## src/common/ccpts_params.svh

```systemverilog
`ifndef CCPTS_PARAMS_SVH
`define CCPTS_PARAMS_SVH

// register indices (word addresses)
`define CCPTS_ADDR_TSEL      4'h0
`define CCPTS_ADDR_CON_BASE  4'h1
`define CCPTS_ADDR_CAP_BASE  4'h5
`define CCPTS_ADDR_STAT      4'h9
`define CCPTS_ADDR_MASK      4'ha
// field positions
`define CCPTS_TSEL_U4_LSB    6
`define CCPTS_TSEL_U3_LSB    4
`define CCPTS_TSEL_U2_LSB    2
`define CCPTS_TSEL_U1_LSB    0
// reset values
`define CCPTS_TSEL_FIELD_RST 2'h1
`define CCPTS_TSEL_RST       8'h55
`define CCPTS_CON_RST        8'h00
`define CCPTS_CAP_RST        4'h0
// mode codes
`define CCPTS_MODE_OFF       4'h0
`define CCPTS_MODE_PWM       4'hf
`define CCPTS_MODE_CAP_LO    4'h3
`define CCPTS_MODE_CAP_HI    4'h7
// control register masks
`define CCPTS_CON_WMASK      8'h9f
`define CCPTS_CAP_WMASK      8'h0f

`endif

```

## src/common/ccpts_pkg.sv

```systemverilog
package ccpts_pkg;
  typedef enum logic [2:0] {
    CCPTS_SRC_NONE  = 3'h0,
    CCPTS_SRC_TIMER_ZERO  = 3'h1,
    CCPTS_SRC_CAP_A = 3'h2,
    CCPTS_SRC_CAP_B = 3'h3,
    CCPTS_SRC_CAP_C = 3'h4,
    CCPTS_SRC_PER_A = 3'h5,
    CCPTS_SRC_PER_B = 3'h6,
    CCPTS_SRC_PER_C = 3'h7
  } ccpts_src_type;

  typedef struct packed {
    logic       enable;
    logic       width_align;
    logic [3:0] mode;
  } ccpts_con_type;
endpackage

```

## src/rtl/ccpts_top.sv

```systemverilog
// Operation
// - unit 4 timer field bits 7:6
// - unit 3 timer field bits 5:4
// - unit 2 timer field bits 3:2
// - unit 1 timer field bits 1:0
// - every field resets to binary 01
// - decode field by unit mode
// - unimplemented bits read as zero
// - 4-bit mode field selects operation
// - events set flag unless unit mode is off, may trigger conversion
`include "ccpts_params.svh"
`timescale 1ns/1ps
`default_nettype none

module ccpts_top #(
  parameter int UNITS = 4
) (
  input  wire logic                CLK_SYS_I,
  input  wire logic                RESET_I,
  input  wire logic [3:0]          ADDR_I,
  input  wire logic [7:0]          WDATA_I,
  input  wire logic                WR_I,
  input  wire logic                RD_I,
  output logic      [7:0]          RDATA_O,
  input  wire logic [UNITS-1:0]    UNIT_EVENT_I,
  input  wire logic [UNITS-1:0]    UNIT_OUT_STATE_I,
  input  wire logic [UNITS-1:0]    CONV_TRIG_SEL_I,
  output logic [UNITS*3-1:0]       UNIT_SRC_O,
  output logic [UNITS*4-1:0]       UNIT_MODE_O,
  output logic [UNITS-1:0]         UNIT_ENABLE_O,
  output logic [UNITS-1:0]         UNIT_RESET_O,
  output logic [UNITS*4-1:0]       UNIT_CAP_SRC_O,
  output logic                     CONV_START_O,
  output logic                     IRQ_O
);

  logic [7:0]                 tsel_reg;
  logic [7:0]                 tsel_next;
  ccpts_pkg::ccpts_con_type   con_reg [UNITS];
  ccpts_pkg::ccpts_con_type   con_next [UNITS];
  logic [3:0]                 cap_reg [UNITS];
  logic [3:0]                 cap_next [UNITS];
  logic [UNITS-1:0]           stat_reg;
  logic [UNITS-1:0]           stat_next;
  logic [UNITS-1:0]           mask_reg;
  logic [UNITS-1:0]           mask_next;
  logic [7:0]                 rdata_reg;
  logic [7:0]                 rdata_next;
  logic [UNITS*3-1:0]         src_reg;
  logic [UNITS*3-1:0]         src_next;
  logic                       conv_reg;
  logic                       conv_next;

  function automatic ccpts_pkg::ccpts_src_type decode_src(input logic [1:0] code,
                                                          input logic [3:0] mode);
    ccpts_pkg::ccpts_src_type s;
    s = ccpts_pkg::CCPTS_SRC_NONE;
    if (mode == `CCPTS_MODE_PWM) begin
      case (code)
        2'h0: s = ccpts_pkg::CCPTS_SRC_NONE;
        2'h1: s = ccpts_pkg::CCPTS_SRC_PER_A;
        2'h2: s = ccpts_pkg::CCPTS_SRC_PER_B;
        2'h3: s = ccpts_pkg::CCPTS_SRC_PER_C;
        default: s = ccpts_pkg::CCPTS_SRC_NONE;
      endcase
    end else if (mode != `CCPTS_MODE_OFF) begin
      case (code)
        2'h0: s = ccpts_pkg::CCPTS_SRC_TIMER_ZERO;
        2'h1: s = ccpts_pkg::CCPTS_SRC_CAP_A;
        2'h2: s = ccpts_pkg::CCPTS_SRC_CAP_B;
        2'h3: s = ccpts_pkg::CCPTS_SRC_CAP_C;
        default: s = ccpts_pkg::CCPTS_SRC_NONE;
      endcase
    end
    return s;
  endfunction

  function automatic logic [7:0] con_read(input ccpts_pkg::ccpts_con_type c,
                                          input logic out_state);
    return {c.enable, 1'b0, out_state, c.width_align, c.mode};
  endfunction

  always_comb begin
    tsel_next  = tsel_reg;
    stat_next  = stat_reg;
    mask_next  = mask_reg;
    rdata_next = 8'h00;
    src_next   = src_reg;
    conv_next  = 1'b0;
    for (int u = 0; u < UNITS; u++) begin
      con_next[u] = con_reg[u];
      cap_next[u] = cap_reg[u];
    end
    if (WR_I) begin
      if (ADDR_I == `CCPTS_ADDR_TSEL) begin
        tsel_next[`CCPTS_TSEL_U4_LSB +: 2] = WDATA_I[`CCPTS_TSEL_U4_LSB +: 2];
        tsel_next[`CCPTS_TSEL_U3_LSB +: 2] = WDATA_I[`CCPTS_TSEL_U3_LSB +: 2];
        tsel_next[`CCPTS_TSEL_U2_LSB +: 2] = WDATA_I[`CCPTS_TSEL_U2_LSB +: 2];
        tsel_next[`CCPTS_TSEL_U1_LSB +: 2] = WDATA_I[`CCPTS_TSEL_U1_LSB +: 2];
      end
      if (ADDR_I == `CCPTS_ADDR_MASK) begin
        mask_next = WDATA_I[UNITS-1:0];
      end
      for (int u = 0; u < UNITS; u++) begin
        if (ADDR_I == `CCPTS_ADDR_CON_BASE + 4'(u)) begin
          con_next[u].enable      = WDATA_I[7];
          con_next[u].width_align = WDATA_I[4];
          con_next[u].mode        = WDATA_I[3:0];
        end
        if (ADDR_I == `CCPTS_ADDR_CAP_BASE + 4'(u)) begin
          cap_next[u] = WDATA_I[3:0];
        end
      end
    end
    // write-one clears, event wins
    if (WR_I && ADDR_I == `CCPTS_ADDR_STAT) begin
      stat_next = stat_next & ~WDATA_I[UNITS-1:0];
    end
    for (int u = 0; u < UNITS; u++) begin
      if (UNIT_EVENT_I[u] && con_reg[u].mode != `CCPTS_MODE_OFF) begin
        stat_next[u] = 1'b1;
        if (CONV_TRIG_SEL_I[u]) begin
          conv_next = 1'b1;
        end
      end
      src_next[u*3 +: 3] = decode_src(tsel_reg[u*2 +: 2], con_reg[u].mode);
    end
    if (RD_I) begin
      if (ADDR_I == `CCPTS_ADDR_TSEL) begin
        rdata_next = tsel_reg;
      end
      if (ADDR_I == `CCPTS_ADDR_STAT) begin
        rdata_next = 8'(stat_reg);
      end
      if (ADDR_I == `CCPTS_ADDR_MASK) begin
        rdata_next = 8'(mask_reg);
      end
      for (int u = 0; u < UNITS; u++) begin
        if (ADDR_I == `CCPTS_ADDR_CON_BASE + 4'(u)) begin
          rdata_next = con_read(con_reg[u], UNIT_OUT_STATE_I[u]);
        end
        if (ADDR_I == `CCPTS_ADDR_CAP_BASE + 4'(u)) begin
          rdata_next = {4'h0, cap_reg[u]};
        end
      end
    end
  end

  always_ff @(posedge CLK_SYS_I) begin
    if (RESET_I) begin
      tsel_reg  <= `CCPTS_TSEL_RST;
      stat_reg  <= '0;
      mask_reg  <= '0;
      rdata_reg <= 8'h00;
      src_reg   <= '0;
      conv_reg  <= 1'b0;
      for (int u = 0; u < UNITS; u++) begin
        con_reg[u] <= '0;
        cap_reg[u] <= `CCPTS_CAP_RST;
      end
    end else begin
      tsel_reg  <= tsel_next;
      stat_reg  <= stat_next;
      mask_reg  <= mask_next;
      rdata_reg <= rdata_next;
      src_reg   <= src_next;
      conv_reg  <= conv_next;
      for (int u = 0; u < UNITS; u++) begin
        con_reg[u] <= con_next[u];
        cap_reg[u] <= cap_next[u];
      end
    end
  end

  always_comb begin
    for (int u = 0; u < UNITS; u++) begin
      UNIT_MODE_O[u*4 +: 4]    = con_reg[u].mode;
      UNIT_ENABLE_O[u]         = con_reg[u].enable;
      UNIT_RESET_O[u]          = (con_reg[u].mode == `CCPTS_MODE_OFF);
      UNIT_CAP_SRC_O[u*4 +: 4] = cap_reg[u];
    end
  end

  assign RDATA_O      = rdata_reg;
  assign UNIT_SRC_O   = src_reg;
  assign CONV_START_O = conv_reg;
  assign IRQ_O        = |(stat_reg & mask_reg);

endmodule

`default_nettype wire

```

## config.mk

```make
export PLATFORM = sky130hd
export DESIGN_NAME = ccpts_top
export DESIGN_NICKNAME = d
export VERILOG_FILES = /design/src/common/ccpts_pkg.sv /design/src/rtl/ccpts_top.sv
export VERILOG_INCLUDE_DIRS = /design/src /design/src/common
export SDC_FILE = /design/constraint.sdc
export NUM_CORES = 1
export LEC_CHECK = 0
export BUFFER_PORTS_ARGS = -buffer_cell sky130_fd_sc_hd__buf_2
export CAP_MARGIN = 0
export CORE_AREA = 2 2 91 115
export CTS_CLUSTER_SIZE = 10
export DETAILED_ROUTE_END_ITERATION = 10
export DIE_AREA = 0 0 93 117
export HOLD_SLACK_MARGIN = 0.06
export PLACE_DENSITY = 0.66
export SYNTH_ARGS = -nofsm -noshare
export SYNTH_HDL_FRONTEND = slang
export SYNTH_SLANG_ARGS = --single-unit
```

## constraint.sdc

```tcl
create_clock -name CLK_SYS_I -period 1.9 [get_ports CLK_SYS_I]
set_input_delay 0.285 -clock CLK_SYS_I [delete_from_list [all_inputs] [get_ports CLK_SYS_I]]
set_output_delay 0.285 -clock CLK_SYS_I [all_outputs]
set_load 0.01 [all_outputs]
```

# Word level (Yosys, flattened, before mapping)
# Memory sizes are Yosys's and may differ from the RTL's.
# Index checks and enable logic that the tools add are counted.
[totals] regBits=37 ram_bits=40 in_bits=28 output_inout_bits=62 word_cells=141 n_memories=2
[classes] n_eq_ne=26 mux=61 bitwise=13 reduce_logical=28
[mem_list] memory="con_reg" words=4 word_bits=6 rd=4 rd_ports_with_merged_regs=0 wr=4 line="ccpts_top.sv:39" text="ccpts_pkg::ccpts_con_type con_reg [UNITS];"
[mem_list] memory="cap_reg" words=4 word_bits=4 rd=4 rd_ports_with_merged_regs=0 wr=4 line="ccpts_top.sv:41" text="logic [3:0] cap_reg [UNITS];"
[op_table] operator="3-bit case mux with 4 select lines" count=8
[op_table] operator="8-bit 2-to-1 mux" count=10
[op_table] operator="6-bit 2-to-1 mux" count=8
[op_table] operator="4-bit 2-to-1 mux" count=10
[op_table] operator="4-bit == test (second input constant)" count=7
[op_table] operator="24-bit 2-to-1 mux" count=1
[op_table] operator="3-bit 2-to-1 mux" count=8
[op_table] operator="4-bit zero test" count=5
[op_table] operator="2-bit == test (second input constant)" count=8
[op_table] operator="4-bit by 3-bit == test with 1-bit output (second input constant)" count=4
[op_table] operator="16-bit 2-to-1 mux" count=1
[op_table] operator="4-bit nonzero test" count=4
[op_table] operator="1-bit 2-to-1 mux" count=15
[op_table] operator="13-bit OR reduction" count=1
[op_table] operator="4-bit bitwise AND" count=2
[op_table] operator="2-bit by 1-bit == test with 1-bit output (second input constant)" count=4
[op_table] operator="4-bit by 2-bit == test with 1-bit output (second input constant)" count=2
[op_table] operator="2-bit zero test" count=4
[op_table] operator="1-bit OR" count=8
[op_table] operator="2-bit nonzero test" count=4
[op_table] operator="1-bit logical AND" count=5
[op_table] operator="4-bit by 1-bit == test with 1-bit output (second input constant)" count=1
[op_table] operator="4-bit inverter" count=1
[op_table] operator="2-bit AND reduction" count=2
[op_table] operator="4 further kinds" count=5

# Logic depth before layout (Yosys ltp)
[logic_depth] word_depth=12 depth_mapped=8 mapped_depth_nobuf=6

# Least setup slack after synthesis
# No wires, ideal clock.
[synth_path] kind="input port to flip-flop" from="input port ADDR_I[2]" to="register tsel_reg[6]" setup_ns=0.120 arrival_time_ns=1.294 slack_ns=0.486 path_stages=8 path_cell_list="buf_6 inv_8 and3_4 buf_6 and2_4 buf_6 nor2_1 a211o_1"
[synth_via] elab_chain_cells=2
[synth_rtl] item="from (decl)" line="ccpts_top.sv:20" text="input wire logic [3:0] ADDR_I,"
[synth_rtl] item="4-bit zero test (no line)"
[synth_rtl] item="2-bit AND reduction (no line)"
[synth_rtl] item="to (signal assigned)" line="ccpts_top.sv:151" text="tsel_reg <= `CCPTS_TSEL_RST;"
[synth_rtl] item="to (signal assigned)" line="ccpts_top.sv:162" text="tsel_reg <= tsel_next;"
[synth_rtl] item="to (decl)" line="ccpts_top.sv:37" text="logic [7:0] tsel_reg;"
# Every way passes these cells.
# A chain may end at the register's enable or synchronous reset.

==> metrics.md <==
| Metric | Value |
|---|---|
| Status | `finished clean` |
| WP data arrival | `1.51 ns` |
| Mapped Cells | `497` |
| Clock latency on the worst-skew pair | `0.33 ns` |
| Post-synth top area cell | `dfxtp_1` |
| Layout cell share with drive strength beyond 1 | `23.2%` |
| Setup WS post-layout | `0.106 ns` |
| Xor and xnor area share after synthesis | `0%` |
| Largest register FFs | `24` |
| Clock slew at reported path FFs | `0.05 ns` |
| Post-synth EDFFs | `0` |
| Synthesis warning total | `0` |
| Layout Nets | `605` |
| GRT overflow | `0` |
| # IOs | `90` |
| WL/cell | `16.9 um` |
| Post-DRT Antenna Nets | `0` |
| Final Wtd Congestion | `0.930` |
| Post-DR vias/cell | `5.32` |
| Largest net degree at the start of global routing | `70` |
| Slew HR | `52.5%` |
| Synthesized Nets | `544` |
| Initial Utilization | `41.2%` |
| CTS sink count | `77` |
| Area contributors post-synth | `dfxtp_1 (38%), mux2i_1 (6.2%), ha_1 (5.9%)` |
| Deepest clock path buffer count | `2` |
| Drt first pass iters | `4` |
| Routed via count | `3669` |
| Pre-CTS WS | `0.0592 ns` |
| Overall Global Routing Usage | `21.9%` |
| CTS buffer count | `9` |
| Register-to-register setup slack | `0.39 ns` |
| Max_cap viols | `0` |
| Synth Area in Simple Gates | `22.4%` |
| Worst Tran Pin Value | `0.713 ns` |
| Sequential fraction of the synthesis area | `38.0%` |
| Period utilization | `94.4%` |
| Number of global-route vias before repair | `3369` |
| Peak fanout along the critical path | `6` |
| Cells on worst reg2reg path | `5` |
| Flops & latches, synth | `77` |
| Post-synthesis compound-gate area fraction | `16.7%` |
| DIE WIDTH | `93 um` |
| Die ar. | `10900 um2` |
| Post-synth cell types | `55` |
| Synth top area share | `38.0%` |
| RSZ-0062 raised after global routing | `false` |
| Layout area overhead | `16.3%` |
| IO buf count | `89` |
| Placed Cells | `676` |
| First-pass GRT wire length | `18.0 mm` |
| Critical path required time | `1.62 ns` |
| Final WL | `11.7 mm` |
| Fin Setup TNS | `0 ns` |
| Lkg Pwr | `2.05 nW` |
| Detail Placement HPWL | `8.57 mm` |
| Pwr Density | `742 nW/um2` |
| Max frequency | `558 MHz` |
| Final cell count without fillers | `690` |
| Initial antenna violation count | `0` |
| Starting DRT DRC Count | `199` |
| Post-synthesis mux area share | `7.00%` |
| Postcts setup bufs | `0` |
| Core Area | `9850 um2` |
| Crit Reg-Reg Endpoint | `RDATA_O[3]` |
| Final max-slew violation count | `0` |
| Final setup vio count | `0` |
| Die H | `117 um` |
| Worst setup endpoint | `UNIT_RESET_O[3]` |
| Max IR drop VDD | `0.000492 V` |
| Post-layout min period | `1.79 ns` |
| ANT cells | `0` |
| Synth Flop Type | `dfxtp_1` |
| DRC violations left | `0` |
| Final clock skew | `0.00797 ns` |
| Crit Path Class | `reg -> out` |
| Synthesized area | `4060 um2` |
| CP Capture Type | `output pin` |
| CTS tree | `built` |
| Cell row count | `41` |
| Worst hold path type | `in -> reg` |
| Largest family of logic cells by synthesized area | `simple AND/OR/NAND/NOR gates` |
| Final hold violations | `0` |
| Clock root buffer | `clkbuf_16` |
| Fraction of registers with async set/reset | `0%` |
| Syn_area_per_cell | `8.17 um2` |
| Critical path startpoint | `con_reg[3][0]` |
| Adder-Cell Fraction of Synth Area | `5.86%` |
| H-tree depth | `3` |
| Type of origin of the critical path | `register` |
| Worst R2R Start | `con_reg[1][3]` |
[cell families (layout without fill, tap and decap cells)]
| group | count (synthesis) | in the layout |
|---|---|---|
| multiplexers | 27 | 27 |
| AO/OA/AOI/OAI | 113 | 113 |
| adder cells (fa/ha/maj) | 19 | 19 |
| buffers and inverters | 74 | 138 |
| flip-flops | 77 | 77 |
| AND/OR/NAND/NOR | 187 | 187 |
[repair_timing]
| item | in CTS | in global routing |
|---|---|---|
| cloned | 0 | 0 |
| endpoints found under the hold margin | 0 | 0 |
| setup endpoints to repair | 3 | 1 |
| hold buffers | 0 | 0 |
| gates resized for setup | 3 | 1 |
[per-layer routing]
layer	GRT usage [%]	vias to the layer above	wire length (um)
met5	0	-	0
met3	4.23	14	805
met2	36.6	141	5760
met1	27.8	1687	4840
met4	9.02	0	261
li1	-	1827	-
[worst max-delay path, stage by stage (launching register included)]
cell and delay, ns:
dfxtp_1 0.35, or4_4 0.63, inv_1 0.07, buf_2 0.12
[metrics by stage]
stage	hold WS (ns)	utilization, %	power [mW]	area (um2)
after global routing	0.179	47.9	3.65	4720
after floorplan	0.403	-	1.92	4060
after detailed placement	0.462	45.3	2.04	4460
after global placement	0.450	45.3	2.04	4460
final	0.175	47.9	3.50	4720
after CTS	0.165	47.9	3.53	4720
[cells in the final DEF (no fill, tap or decap), types with 2 or more instances in the layout]
cell type  netlist  routed
nor2_1          62      62
ha_1            19      19
buf_2            9      89
nand2_1         47      47
clkinv_2         0       3
a22oi_1          8       8
and3_1           4       4
nand3_1         23      23
a211oi_1         7       7
clkbuf_16        0       9
buf_4           23      16
a31oi_1          7       7
o32a_1           2       2
or4_4            0       4
o21ai_0         29      29
mux2i_1         25      25
nor3_1          11      11
nand4_1          4       4
dfxtp_1         77      77
and2b_1          3       3
a21oi_1         43      43
nor3b_1          3       3
inv_1           18      18
a211o_1          4       4
nor2b_1          7       7
nand2b_1         5       5
clkbuf_1        18       2
o22ai_1          2       2
o211ai_1         2       2
[power by group]
part	leakage (nW)	internal (mW)	switching [mW]	total (mW)
Clock	0.125	0.863	0.631	1.49
Combinational	1.31	0.127	0.222	0.349
Sequential	0.622	1.64	0.0200	1.66
[layout make-up]
type	instances	area, um2
Clock buffer	11	233
Multi-Input combinational cell	346	2130
Tap cell	129	161
Fill cell	1009	5130
Sequential cell	77	1540
Inverter	19	78.8
Timing Repair Buffer	105	566
Clock inverter	3	15.0
[cells in the mapped netlist (all sizes together), types with 5 or more instances]
library cell and n:
o21ai 29, nor2 62, a22oi 8, nor2b 7, dfxtp 77, inv 19, nand2 48, nor3 12
a21oi 43, a211oi 7, mux2i 25, and3 5, nand3 24, buf 35, clkbuf 20, nand2b 6
a31oi 7, ha 19
[worst min-delay path by stage]
stage	start	end	slack, ns	cells past startpoint
2_1_floorplan	WDATA_I[4]	tsel_reg[4]	0.40	1
3_3_place_gp	con_reg[1][4]	con_reg[1][4]	0.45	2
3_5_place_dp	con_reg[1][4]	con_reg[1][4]	0.46	2
4_1_cts	WDATA_I[6]	tsel_reg[6]	0.16	2
5_1_grt	WDATA_I[6]	tsel_reg[6]	0.18	2
6_report	WDATA_I[6]	tsel_reg[6]	0.18	2
Note: power is estimated with default switching activity, not from simulation.
